--- src/inc/lcd_drive_pkg.sv ---
// Constants, register map and carrier types for the LCD drive-time,
// contrast and segment-memory block.
// Assumes a 40 MHz APB clock and a byte-addressed 12-bit APB window.
package lcd_drive_pkg;

	localparam int unsigned CLK_MHZ = 40;
	localparam int unsigned CLK_PERIOD_PS = 25000;

	// Printed offset is an index; byte address is four times it
	localparam logic [11:0] CTRL_INDEX = 12'h0E7;
	localparam logic [11:0] CTRL_ADDR = {CTRL_INDEX[9:0], 2'b00};
	localparam logic [11:0] MODE_ADDR = 12'h3A0;
	localparam logic [11:0] STAT_ADDR = 12'h3A4;
	localparam logic [11:0] SEG_BASE = 12'h400;
	localparam int unsigned SEG_BYTES = 20;
	localparam int unsigned SEG_STRIDE = 5;
	localparam int unsigned SEG_COUNT = 25;

	localparam logic [7:0] CTRL_RESET = 8'h00;
	localparam logic [9:0] MODE_RESET = 10'h000;
	localparam logic [7:0] SEG_RESET = 8'h00;

	// Nominal drive times in microseconds, codes 0 to 6
	localparam int unsigned DRIVE_US [7] = '{300, 70, 150, 450, 575, 850, 1150};
	localparam logic [2:0] DRIVE_HALF_CODE = 3'h7;

	localparam int unsigned VLCD_BASE_MV = 2600;
	localparam int unsigned VLCD_STEP_MV = 50;

	localparam logic [2:0] K_FULL = 3'h7;
	localparam logic [2:0] K_THIRD = 3'h5;

	// Prescaler tap ratio minus one, per tap select code
	localparam logic [11:0] PS_N_M1 [8] = '{12'h00F, 12'h03F, 12'h07F, 12'h0FF,
		12'h1FF, 12'h3FF, 12'h7FF, 12'hFFF};

	typedef enum logic [1:0] {DUTY_STATIC, DUTY_HALF, DUTY_THIRD, DUTY_QUARTER} duty_t;

	typedef struct packed {
		logic [2:0] drive_time_select;
		logic max_drive_enable;
		logic [3:0] contrast_level;
	} ctrl_t;

	typedef struct packed {
		logic [2:0] frame_clock_divider;
		logic [2:0] prescaler_tap_select;
		logic blank;
		logic half_bias_select;
		duty_t duty;
	} mode_t;

	typedef struct packed {
		logic drive_on;
		logic [1:0] common_line;
		logic polarity;
		logic [24:0] segment_line;
		logic [11:0] max_drive_voltage_mv;
		logic half_bias;
		logic static_bias;
		logic [3:0] contrast_applied;
	} drive_out_t;

endpackage

--- src/rtl/lcd_drive_contrast_segment_memory.sv ---
// LCD drive-time, contrast and segment-memory block with APB registers.
// Assumes lcd_clock_tick pulses once per LCD source clock, synchronous to pclk.
//
// Function
// - Decode drive time code to on-times
// - On-time never exceeds half prescaled period unless max drive is set
// - Static bias or blank forces half period
// - Max drive bit keeps drivers on always
// - Contrast code maps linearly 2.60-3.35 V
// - New contrast applies at next frame start
// - Set memory bit energizes its segment
// - Unused memory bits are plain storage
// - Byte 5n+k holds common n segments
// - Frame rate is clock over K*N*D
// - Static bias in static duty, else half bias if selected, else third
`timescale 1ns/1ps
`default_nettype none

module lcd_drive_contrast_segment_memory #(
	parameter int unsigned DRIVE_CYC [7] = '{
		lcd_drive_pkg::DRIVE_US[0] * lcd_drive_pkg::CLK_MHZ,
		lcd_drive_pkg::DRIVE_US[1] * lcd_drive_pkg::CLK_MHZ,
		lcd_drive_pkg::DRIVE_US[2] * lcd_drive_pkg::CLK_MHZ,
		lcd_drive_pkg::DRIVE_US[3] * lcd_drive_pkg::CLK_MHZ,
		lcd_drive_pkg::DRIVE_US[4] * lcd_drive_pkg::CLK_MHZ,
		lcd_drive_pkg::DRIVE_US[5] * lcd_drive_pkg::CLK_MHZ,
		lcd_drive_pkg::DRIVE_US[6] * lcd_drive_pkg::CLK_MHZ}
) (
	input wire logic pclk,
	input wire logic presetn,
	input wire logic clk_en,
	input wire logic psel,
	input wire logic penable,
	input wire logic pwrite,
	input wire logic [11:0] paddr,
	input wire logic [31:0] pwdata,
	output logic [31:0] prdata,
	output logic pready,
	output logic pslverr,
	input wire logic lcd_clock_tick,
	output logic frame_start,
	output lcd_drive_pkg::drive_out_t drv
);
	import lcd_drive_pkg::*;

	// Register file
	ctrl_t ctrl_q, ctrl_d;
	mode_t mode_q, mode_d;
	logic [7:0] seg_q [SEG_BYTES];
	logic hit_ctrl, hit_mode, hit_stat, hit_seg;
	logic [4:0] seg_idx;
	logic [31:0] rd_mux;
	logic [31:0] stat_word;
	logic rd_err;
	logic [31:0] rdata_q, rdata_d;
	logic err_q, err_d;
	logic setup_ph, wr_en;
	logic [11:0] seg_off;

	// Timing chain
	logic [11:0] ps_cnt_q, ps_cnt_d;
	logic [2:0] div_cnt_q, div_cnt_d;
	logic [2:0] phase_q, phase_d;
	logic [23:0] per_cnt_q, per_cnt_d;
	logic [23:0] period_q, period_d;
	logic [23:0] drv_cnt_q, drv_cnt_d;
	logic [3:0] cc_app_q, cc_app_d;
	logic frame_q, frame_d;
	logic ps_wrap, ps_tick, frame_wrap;
	logic [2:0] k_m1;
	logic [23:0] half_cyc, nominal, on_limit;
	logic [1:0] com;
	logic [23:0] drive_tab [8];
	logic [24:0] seg_row [4];
	logic static_sel, half_sel;

	assign setup_ph = psel & ~penable;
	assign wr_en = psel & penable & pwrite;
	assign seg_off = paddr - SEG_BASE;
	assign seg_idx = seg_off[6:2];

	// Address decode shared by the write and the read path
	always_comb begin
		hit_ctrl = 1'b0;
		hit_mode = 1'b0;
		hit_stat = 1'b0;
		hit_seg = 1'b0;
		// Misaligned or out-of-range segment offsets fall through to error
		if (paddr == CTRL_ADDR) begin
			hit_ctrl = 1'b1;
		end else if (paddr == MODE_ADDR) begin
			hit_mode = 1'b1;
		end else if (paddr == STAT_ADDR) begin
			hit_stat = 1'b1;
		end else if (paddr >= SEG_BASE && seg_off < 12'(SEG_BYTES * 4)
				&& paddr[1:0] == 2'b00) begin
			hit_seg = 1'b1;
		end
	end

	// Control and mode registers
	always_comb begin
		ctrl_d = ctrl_q;
		mode_d = mode_q;
		if (wr_en && hit_ctrl) begin
			ctrl_d = pwdata[7:0];
		end
		if (wr_en && hit_mode) begin
			mode_d = pwdata[9:0];
		end
	end

	always_ff @(posedge pclk or negedge presetn) begin
		if (!presetn) begin
			ctrl_q <= CTRL_RESET;
			mode_q <= MODE_RESET;
		end else if (clk_en) begin
			ctrl_q <= ctrl_d;
			mode_q <= mode_d;
		end
	end

	// One storage byte per display memory location
	// Bytes 5n+4 drive no segment and serve as plain storage
	for (genvar g = 0; g < SEG_BYTES; g++) begin : g_seg
		logic [7:0] byte_d;
		always_comb begin
			byte_d = seg_q[g];
			if (wr_en && hit_seg && seg_idx == 5'(g)) begin
				byte_d = pwdata[7:0];
			end
		end
		always_ff @(posedge pclk or negedge presetn) begin
			if (!presetn) begin
				seg_q[g] <= SEG_RESET;
			end else if (clk_en) begin
				seg_q[g] <= byte_d;
			end
		end
	end

	// Status word: applied contrast, common line, driver state and phase
	always_comb begin
		stat_word = 32'h0000_0000;
		stat_word[3:0] = cc_app_q;
		stat_word[5:4] = com;
		stat_word[6] = drv.drive_on;
		stat_word[10:8] = phase_q;
	end

	// Read word for the addressed register
	always_comb begin
		rd_mux = 32'h0000_0000;
		rd_err = 1'b0;
		if (hit_ctrl) begin
			rd_mux[7:0] = ctrl_q;
		end else if (hit_mode) begin
			rd_mux[9:0] = mode_q;
		end else if (hit_stat) begin
			rd_mux = stat_word;
		end else if (hit_seg) begin
			rd_mux[7:0] = seg_q[seg_idx];
		end else begin
			rd_err = 1'b1;
		end
	end

	// Read data and error flag are captured in the setup cycle
	// Writes to the status or unmapped addresses are dropped
	always_comb begin
		rdata_d = rdata_q;
		err_d = err_q;
		if (setup_ph) begin
			rdata_d = rd_mux;
			err_d = rd_err;
		end
	end

	always_ff @(posedge pclk or negedge presetn) begin
		if (!presetn) begin
			rdata_q <= 32'h0000_0000;
			err_q <= 1'b0;
		end else if (clk_en) begin
			rdata_q <= rdata_d;
			err_q <= err_d;
		end
	end

	// Zero wait states; slave answers in the first access cycle
	assign pready = 1'b1;
	assign prdata = rdata_q;
	assign pslverr = err_q & psel & penable;

	// Prescaler N, divider D and K phases per frame
	always_comb begin
		case (mode_q.duty)
			DUTY_THIRD: k_m1 = K_THIRD;
			default: k_m1 = K_FULL;
		endcase
		ps_wrap = lcd_clock_tick && ps_cnt_q >= PS_N_M1[mode_q.prescaler_tap_select];
		ps_tick = ps_wrap && div_cnt_q >= mode_q.frame_clock_divider;
		frame_wrap = ps_tick && phase_q >= k_m1;
	end

	// Prescaler tap counter, N source ticks per wrap
	always_comb begin
		ps_cnt_d = ps_cnt_q;
		if (lcd_clock_tick) begin
			ps_cnt_d = ps_wrap ? 12'h000 : ps_cnt_q + 12'h001;
		end
	end

	// Clock divider, D prescaler wraps per prescaled tick
	always_comb begin
		div_cnt_d = div_cnt_q;
		if (ps_wrap) begin
			div_cnt_d = ps_tick ? 3'h0 : div_cnt_q + 3'h1;
		end
	end

	// Frame phase, K prescaled ticks per frame
	always_comb begin
		phase_d = phase_q;
		if (ps_tick) begin
			phase_d = frame_wrap ? 3'h0 : phase_q + 3'h1;
		end
		frame_d = frame_wrap;
	end

	// Prescaled period measured in pclk cycles, for the half-period limit
	always_comb begin
		per_cnt_d = per_cnt_q;
		period_d = period_q;
		if (ps_tick) begin
			per_cnt_d = 24'h000000;
			period_d = (per_cnt_q == 24'hFFFFFF) ? per_cnt_q : per_cnt_q + 24'h000001;
		end else if (per_cnt_q != 24'hFFFFFF) begin
			per_cnt_d = per_cnt_q + 24'h000001;
		end
		half_cyc = {1'b0, period_q[23:1]};
	end

	// Cycle counts per drive time code; the top code follows the measured half period
	for (genvar t = 0; t < 7; t++) begin : g_tab
		assign drive_tab[t] = 24'(DRIVE_CYC[t]);
	end
	assign drive_tab[DRIVE_HALF_CODE] = half_cyc;

	// Driver on-time per transition
	always_comb begin
		nominal = drive_tab[ctrl_q.drive_time_select];
		// Static bias and blanking ignore the selected code
		// Longer nominal times are clipped to half a period
		if (static_sel || mode_q.blank) begin
			on_limit = half_cyc;
		end else if (nominal > half_cyc) begin
			on_limit = half_cyc;
		end else begin
			on_limit = nominal;
		end
		drv_cnt_d = drv_cnt_q;
		if (ps_tick) begin
			drv_cnt_d = on_limit;
		end else if (drv_cnt_q != 24'h000000) begin
			drv_cnt_d = drv_cnt_q - 24'h000001;
		end
	end

	// Contrast code waits for the frame boundary
	always_comb begin
		cc_app_d = frame_wrap ? ctrl_q.contrast_level : cc_app_q;
	end

	// Prescaler state
	always_ff @(posedge pclk or negedge presetn) begin
		if (!presetn) begin
			ps_cnt_q <= 12'h000;
		end else if (clk_en) begin
			ps_cnt_q <= ps_cnt_d;
		end
	end

	// Divider state
	always_ff @(posedge pclk or negedge presetn) begin
		if (!presetn) begin
			div_cnt_q <= 3'h0;
		end else if (clk_en) begin
			div_cnt_q <= div_cnt_d;
		end
	end

	// Phase state and frame pulse
	always_ff @(posedge pclk or negedge presetn) begin
		if (!presetn) begin
			phase_q <= 3'h0;
			frame_q <= 1'b0;
		end else if (clk_en) begin
			phase_q <= phase_d;
			frame_q <= frame_d;
		end
	end

	// Period measurement state
	always_ff @(posedge pclk or negedge presetn) begin
		if (!presetn) begin
			per_cnt_q <= 24'h000000;
			period_q <= 24'h000000;
		end else if (clk_en) begin
			per_cnt_q <= per_cnt_d;
			period_q <= period_d;
		end
	end

	// On-time counter state
	always_ff @(posedge pclk or negedge presetn) begin
		if (!presetn) begin
			drv_cnt_q <= 24'h000000;
		end else if (clk_en) begin
			drv_cnt_q <= drv_cnt_d;
		end
	end

	// Applied contrast state
	always_ff @(posedge pclk or negedge presetn) begin
		if (!presetn) begin
			cc_app_q <= 4'h0;
		end else if (clk_en) begin
			cc_app_q <= cc_app_d;
		end
	end

	assign frame_start = frame_q;

	// Common line walks through the frame according to duty
	always_comb begin
		case (mode_q.duty)
			DUTY_STATIC: com = 2'h0;
			DUTY_HALF: com = {1'b0, phase_q[2]};
			default: com = phase_q[2:1];
		endcase
	end

	// Segment row of each common line in the display memory
	for (genvar c = 0; c < 4; c++) begin : g_row
		assign seg_row[c] = {seg_q[SEG_STRIDE * c + 3][0], seg_q[SEG_STRIDE * c + 2],
			seg_q[SEG_STRIDE * c + 1], seg_q[SEG_STRIDE * c]};
	end

	// Bias selection; static duty has no divided bias levels
	assign static_sel = (mode_q.duty == DUTY_STATIC);
	assign half_sel = ~static_sel & mode_q.half_bias_select;

	// Drive outputs, all decoded from flip-flops with no path from the inputs
	always_comb begin
		// Max drive overrides the on-time counter
		drv.drive_on = ctrl_q.max_drive_enable | (drv_cnt_q != 24'h000000);
		drv.common_line = com;
		drv.polarity = phase_q[0];
		drv.segment_line = 25'h0000000;
		if (!mode_q.blank) begin
			drv.segment_line = seg_row[com];
		end
		drv.max_drive_voltage_mv = 12'(VLCD_BASE_MV + VLCD_STEP_MV * cc_app_q);
		drv.static_bias = static_sel;
		drv.half_bias = half_sel;
		drv.contrast_applied = cc_app_q;
	end

endmodule

`default_nettype wire

--- config.mk ---
export PLATFORM = sky130hd
export DESIGN_NAME = lcd_drive_contrast_segment_memory
export DESIGN_NICKNAME = d
export VERILOG_FILES = /design/src/inc/lcd_drive_pkg.sv /design/src/rtl/lcd_drive_contrast_segment_memory.sv
export SDC_FILE = /design/constraint.sdc
export NUM_CORES = 1
export LEC_CHECK = 0
export BUFFER_PORTS_ARGS = -buffer_cell sky130_fd_sc_hd__buf_2
export CAP_MARGIN = 20
export CORE_ASPECT_RATIO = 1.25
export CORE_MARGIN = 1.5
export CORE_UTILIZATION = 25
export DETAILED_ROUTE_END_ITERATION = 12
export PLACE_DENSITY_LB_ADDON = 0.1
export SLEW_MARGIN = 20
export SYNTH_ARGS = -nofsm -noshare
export SYNTH_HDL_FRONTEND = slang
export SYNTH_SLANG_ARGS = --single-unit
--- constraint.sdc ---
create_clock -name pclk -period 5.3 [get_ports pclk]
set_input_delay 1.06 -clock pclk [delete_from_list [all_inputs] [get_ports pclk]]
set_output_delay 1.06 -clock pclk [all_outputs]
set_load 0.1 [all_outputs]
# [Word-level counts from Yosys, hierarchy flattened]
# Memories as Yosys holds them, arrays and structs flattened.
# Cells that the tools add are included.
[totals] word_cells=205 inputBits=51 mem_bits_ro=96 regBits=306 n_memories=1
[classes] magnitude_cmp=10 mul=1 n_reduce_logical=64 n_eq_ne=26 bitwise_logic=13 n_mux=45 n_addsub=7
[mem_list] memory="(no name shown)" words=8 width=12 rd=1 rd_clocked_by_memory_dff=0 write_ports=0 line="lcd_drive_contrast_segment_memory.sv:200" text="ps_wrap = lcd_clock_tick && ps_cnt_q >= PS_N_M1[mode_q.prescaler_tap_select];"
[op_table] operator="24-bit 2-to-1 mux" count=10
[op_table] operator="25-bit 2-to-1 mux" count=3
[op_table] operator="24-bit binary-select mux with 3-bit select" count=1
[op_table] operator="2-bit AND reduction" count=29
[op_table] operator="25-bit binary-select mux with 2-bit select" count=1
[op_table] operator="8-bit binary-select mux with 5-bit select" count=1
[op_table] operator="5-bit by 4-bit equality test with 1-bit output, second input constant" count=8
[op_table] operator="8-bit 2-to-1 mux" count=5
[op_table] operator="12-bit by 10-bit equality test with 1-bit output, second input constant" count=3
[op_table] operator="12-bit 2-to-1 mux" count=3
[op_table] operator="1-bit logical AND" count=28
[op_table] operator="24-bit by 1-bit adder with 24-bit output, second input constant" count=1
[op_table] operator="24-bit equality test, second input constant" count=1
[op_table] operator="24-bit by 23-bit > comparator with 1-bit output" count=1
[op_table] operator="24-bit inequality test, second input constant" count=1
[op_table] operator="24-bit nonzero test" count=1
[op_table] operator="24-bit by 1-bit subtractor with 24-bit output, second input constant" count=1
[op_table] operator="5-bit by 3-bit equality test with 1-bit output, second input constant" count=4
[op_table] operator="5-bit equality test, second input constant" count=4
[op_table] operator="1-bit 2-to-1 mux" count=15
[op_table] operator="12-bit by 1-bit adder with 12-bit output, second input constant" count=1
[op_table] operator="12-bit by 10-bit adder with 12-bit output, first input constant" count=1
[op_table] operator="12-bit by 11-bit greater-or-equal comparator with 1-bit output, second input constant" count=1
[op_table] operator="12-bit greater-or-equal comparator" count=1
[op_table] operator="26 further kinds" count=41

# [Logic depth before layout (Yosys ltp)]
# Gate-level depths: netlist of run 1.
[logic_depth] word_depth=12 mapped_depth=15 mapped_depth_nobuf=12

# [Least setup slack after synthesis of run 1]
# No wires, ideal clock.
[synth_path] kind="register -> output" startpoint="register cc_app_q[2]" endpoint="output drv[15] in the netlist's numbering" path_slack_ns=-0.419 arrival_ns=4.659 required_ns=4.240 stages_incl_launch_ff=9 path_cell_list="dfrtp_1 -> inv_1 -> ha_1 -> inv_1 -> ha_1 -> ha_1 -> xnor2_1 -> nor3_1 -> xnor2_1"
[synth_lines] element="start, declared" line="lcd_drive_contrast_segment_memory.sv:67" text="logic [3:0] cc_app_q, cc_app_d;"
[synth_lines] element="start signal, assigned" line="lcd_drive_contrast_segment_memory.sv:328" text="cc_app_q <= cc_app_d;"
[synth_lines] element="end, declared" line="lcd_drive_contrast_segment_memory.sv:42" text="output lcd_drive_pkg::drive_out_t drv"

==> flow_summary.ini, run 1 <==
[run_status]
status = complete, no violations

[sta]
fmax_mhz = 219
skew_ps = 17.9
tightest_slew_ps = 986
finalSetupTns_ps = 0
min_period_over_period_pct = 86.3
setup_viol = 0
relSlewSlack_pct = 33.9
hold_viol = 0
drv_slew = 0
fin_crit_ps = 4580
rsz0062_at_grt = no

[logic_synthesis]
seq_area_frac_synth_pct = 44.4
synth_compound_area_share_pct = 10.5
yosysUniqueCellTypes = 71
ys_ff_latch = 284
ys.flop_type = dfrtp_1
synth_adder_area_share_pct = 4.03
async_flop_share_pct = 100
synth_edf_count = 0
synthMuxAreaShare_pct = 23.2
synthCells = 1415
synth_top_family_by_area = multiplexers
synth_warnings = 0
syn_area_per_cell_um2 = 11.3
yosys.area_share.xor_xnor_pct = 1.86
synth-simple-area-share_pct = 11.5
syn-cell-area_um2 = 16000

[grt]
antenna_found_initial = 0
grt_pass1_wl_um = 78700
grt-ovfl-total = 0
grt_use_total_pct = 16.0
grt_max_degree = 105
grt_pass1_vias = 11800

[cts]
clockBufferDepth = 3
ctsResizeCount = 0
hold_buffers = 0
clk_pin_slew_ps = 50
cts_made_buffers = 38
post_cts_buffers = 0
cts_tree = built
clock_sinks = 284
clock_latency_ps = 560
htreeDepth = 2
clockRootBuffer = clkbuf_16

[worst_setup_path]
end_kind = output pin
path_delay_family = simple AND/OR/NAND/NOR gates
cp_num_buf_inv = 2
worst_ep_required_time_ps = 4240
cp_max_fo = 7
worstPathArrival_ps = 3520
ff2ff_setup_slack_ps = 1430
path_common_cell = or4b_1
path_class = reg2out
cp_slowest_stage_delay_ps = 730
path_cells = inv_1 > ha_1 > or4b_1 > or4_1 > or4b_1 > buf_2
cp_slowest_cell = or4_1
worstSetupStartpointType = register

[placed_design]
dp_hpwl_um = 36400
gp_congestion = 0.789
io_buffers = 86

[floorplanning]
ios = 133
die_w_um = 229
dieArea_um2 = 65600
initial_utilization_pct = 25.3
core_area_um2 = 63300
rows = 103
fp.dieH_um = 286

[power_and_ir_drop]
p_leak_nw = 8.54
finalPower_mw = 6.89
vdd_drop_max_mv = 0.187
p_per_area_nw_per_um2 = 369

[cells_and_area]
post-route-util_pct = 29.5
final_layout_size_suffix_gt1_share_pct = 30.4
nets = 1583
area_delta_synth_final_pct = 16.5
diodes = 0

[routing]
wl_um = 52500
dr_wl_met3_um = 1610
dr.first_iter.drc_count = 751
drt-pass1-iter-count = 5
dr_wl_met2_um = 27200
viasPerCell = 4.89
avgRoutedWirePerCell_um = 22.3
num_vias = 11500
top_layer = met4
ant_nets = 0
drc = 0
met1Wirelength_um = 22700

[hold_path]
min_path_type = reg2reg

[job]
max-cap-violations = 0
path summary, 6_finish.rpt:
path,to,startpoint,cells after the start
setup / recovery,drv[46],drv_cnt_q[0],6
hold / removal,frame_start,frame_start,1
setup reg to reg,drv_cnt_q[4],ctrl_q[6],10
hold reg to reg,frame_start,frame_start,1
max in group asynchronous,seg_q[63],presetn,2
min in group asynchronous,ps_cnt_q[0],presetn,1
cell families (layout without fill, tap and decap cells):
logic type               Yosys count  count (layout)
AND/OR/NAND/NOR                  366             366
flip-flops                       284             284
AO/OA/AOI/OAI                    260             260
multiplexers                     258             258
buffers and inverters            160             231
adder cells (fa/ha/maj)           51              51
XOR/XNOR                          34              34
other                              2              24
Yosys cell counts, drive strengths merged, types with 18 or more instances:
master | instances | share of area [%]
nand2 | 107 | 2.5
inv | 45 | 1.1
and3 | 18 | 0.70
a21oi | 59 | 1.8
buf | 41 | 1.7
clkbuf | 74 | 1.7
a22oi | 28 | 1.3
nor2 | 64 | 1.5
nor3 | 28 | 1.0
mux4 | 73 | 10
nor2b | 33 | 1.3
nand3 | 44 | 1.4
o21ai | 70 | 2.2
dfrtp | 284 | 44
a31oi | 26 | 1.0
mux2 | 179 | 13
xor2 | 19 | 1.0
ha | 50 | 3.9
where the power goes:
group / internal (mW) / switching, mW
clock: 1.70 / 1.02
combinational: 0.501 / 1.06
sequential: 2.38 / 0.217
total: 4.59 / 2.30
per-stage QoR:
step	cells	setup WS [ps]	cell area, um^2	hold WS, ps
after floorplan	1437	-312	16100	435
after global placement	2281	1100	17300	463
after detailed placement	2281	972	17300	470
after CTS	2348	665	18700	482
after global routing	2348	601	18700	495
final	2348	724	18700	476
cell type report:
| class | instances | area, um^2 |
|---|---|---|
| fill | 6510 | 44600 |
| multi-input combinational | 993 | 8310 |
| sequential | 284 | 7110 |
| clock buffer | 56 | 1160 |
| tap | 840 | 1050 |
| timing repair buffer | 119 | 701 |
| inverter | 45 | 169 |
| clock inverter | 11 | 161 |
registers in the layout (all words and copies together) (netlist names):
| signal | count |
|---|---|
| div_cnt_q | 3 |
| err_q | 1 |
| ps_cnt_q | 12 |
| prdata | 11 |
| mode_q | 10 |
| drv_cnt_q | 24 |
| period_q | 23 |
| ctrl_q | 8 |
| phase_q | 3 |
| per_cnt_q | 24 |
| frame_start | 1 |
| cc_app_q | 4 |
| seg_q | 160 |
routing by layer:
metal / vias up / global-route usage, %
li1: 5320 / -
met1: 5916 / 20.2
met5: - / 0
met4: 0 / 4.16
met2: 187 / 28.6
met3: 56 / 2.29
layout by cell type (no fill, tap or decap), types with 6 or more instances in the layout:
cell       Yosys  routed
nand2_1      107     107
ha_1          50      50
nand4_1       12      12
nor2_1        61      61
buf_4         29      32
a21o_1        14      14
or3_1         11      11
o21ai_0       67      67
clkbuf_8       0      12
nor3_1        24      22
o211ai_1       6       6
and3_1        18      18
mux2_2       179     179
clkbuf_16      0      39
inv_1         45      45
nor3_2         4       6
a22oi_1       28      28
mux4_2        73      73
xor2_1        19      19
xnor2_1       15      14
dfrtp_1      284     284
nand3_1       43      43
a21oi_1       59      58
buf_2          4      85
nand2b_1      16      16
o311ai_0       9       9
mux2i_1        6       6
conb_1         2      24
nor4_1        10       9
a31oi_1       26      26
nor2b_1       33      33
(Power assumes the default switching activity.)
==> run 2: changes to the inputs <==
--- a/config.mk
+++ b/config.mk
@@ -7,6 +7,8 @@
 export LEC_CHECK = 0
 export BUFFER_PORTS_ARGS = -buffer_cell sky130_fd_sc_hd__buf_2
 export CAP_MARGIN = 20
+export CELL_PAD_IN_SITES_DETAIL_PLACEMENT = 2
+export CELL_PAD_IN_SITES_GLOBAL_PLACEMENT = 2
 export CORE_ASPECT_RATIO = 1.25
 export CORE_MARGIN = 1.5
 export CORE_UTILIZATION = 25
==> constraint.sdc (replaced) <==
create_clock -name pclk -period 5.3 [get_ports pclk]
set_input_delay 1.06 -clock pclk [delete_from_list [all_inputs] [get_ports pclk]]
set_output_delay 1.06 -clock pclk [all_outputs]
set_load 0.01 [all_outputs]
==> flow_summary.ini, run 2 (synthesized netlist as in run 1, its figures left out) <==
[run_status]
status = complete, no violations

[routing]
ant_nets = 0
viasPerCell = 5.02
drc = 0
num_vias = 11800
dr.first_iter.drc_count = 349
avgRoutedWirePerCell_um = 24.5
wl_um = 57400
drt-pass1-iter-count = 4

[sta]
fin_crit_ps = 4460
skew_ps = 18.4
fmax_mhz = 224
drv_slew = 0
relSlewSlack_pct = 35.9
finalSetupTns_ps = 0
setup_viol = 0
hold_viol = 0
rsz0062_at_grt = no
timing.final.ws_setup_ps = 840
tightest_slew_ps = 958
min_period_over_period_pct = 84.2

[cells_and_area]
post-route-util_pct = 29.3
nets = 1580
final_common_cell = dfrtp_1
final_cell_mix = dfrtp_1 (284), mux2_2 (179), nand2_1 (107), buf_2 (85), mux4_2 (73)
reg.largest.list = seg_q (160), drv_cnt_q (24), per_cnt_q (24)
regMostFlops = seg_q
largest_reg_flops = 160
area_delta_synth_final_pct = 15.6
final_layout_size_suffix_gt1_share_pct = 29.9

[job]
max-cap-violations = 0

[worst_setup_path]
path_class = reg2out
worstSetupStartpointType = register
end_kind = output pin
cp_max_fo = 7
worst_ep_required_time_ps = 4240
worstPathArrival_ps = 3400

[grt]
grt_max_degree = 85
grt-ovfl-total = 0
grt_pass1_vias = 13300
antenna_found_initial = 2
grt_pass1_wl_um = 87500
grt_use_total_pct = 17.8

[cts]
clock_sinks = 284
clockRootBuffer = clkbuf_16
clockBufferDepth = 3
htreeDepth = 2
ctsResizeCount = 0
clk_pin_slew_ps = 50
post_cts_buffers = 0
cts_made_buffers = 38
hold_buffers = 0
clock_latency_ps = 560
cts_tree = built

[floorplanning]
ios = 133
fp.dieH_um = 286
core_area_um2 = 63300
die_w_um = 229
initial_utilization_pct = 25.3
rows = 103
dieArea_um2 = 65600

[power_and_ir_drop]
p_leak_nw = 8.46
p_per_area_nw_per_um2 = 352
vdd_drop_max_mv = 0.212
finalPower_mw = 6.52

[placed_design]
io_buffers = 86
gp_congestion = 0.740
dpl_worst_slack_ps = 1190
dp_hpwl_um = 40400

[hold_path]
min_path_type = in2async
[run 2: changes by cell type in the layout (fill, tap and decap cells not counted), sizes merged]
| cell | delta |
|---|---|
| inv | +1 |
| clkbuf | +4 |
| buf | -3 |
| clkinvlp | -1 |
| clkinv | +1 |
| bufinv | -4 |
| diode | +1 |
[run 2: per-layer routing]
layer | global-route usage (%) | up-vias | wire, um
met3 | 2.13 | 73 | 1310
met2 | 33.0 | 138 | 30800
met5 | 0 | - | 7
li1 | - | 5304 | -
met4 | 5.02 | 2 | 1440
met1 | 21.3 | 6267 | 23800
[run 2: critical path, stage by stage, from the launching register on]
cell     delay [ps]
dfrtp_1         430
inv_1            80
ha_1            180
or4b_1          530
or4_1           740
or4b_1          690
buf_2           200
[run 2: layout make-up]
| cell class | count | area, um^2 |
|---|---|---|
| diodes | 1 | 2.50 |
| repair buffers | 116 | 691 |
| clock inverters | 8 | 62.6 |
| well taps | 840 | 1050 |
| fillers | 6846 | 44800 |
| multi-input cells | 993 | 8300 |
| flip-flops and latches | 284 | 7110 |
| clock buffers | 60 | 1130 |
| inverters | 45 | 169 |
[run 2: report_power, final]
group	switching [mW]	internal (mW)
clock network	1.04	1.47
registers	0.233	2.38
logic	0.882	0.510
[run 2: final timing paths]
path                                   start            to  slack (ps)  depth (start not counted)
worst min register to register     prdata[2]     prdata[2]         480                          1
min in group pclk                  prdata[2]     prdata[2]         480                          1
max in group asynchronous            presetn     seg_q[37]        3670                          2
worst max register to register     ctrl_q[5]  drv_cnt_q[0]        1220                         10
worst max-delay path            drv_cnt_q[0]       drv[46]         840                          6
worst min-delay path                 presetn  drv_cnt_q[9]         480                          1
[run 2: through the flow]
| stage | hold slack (ps) | cell area, um^2 | cells |
|---|---|---|---|
| after global routing | 494 | 18500 | 2346 |
| after CTS | 486 | 18500 | 2346 |
| after global placement | 465 | 17300 | 2278 |
| final | 479 | 18500 | 2347 |
| after floorplan | 435 | 16100 | 1437 |
| after detailed placement | 472 | 17300 | 2278 |
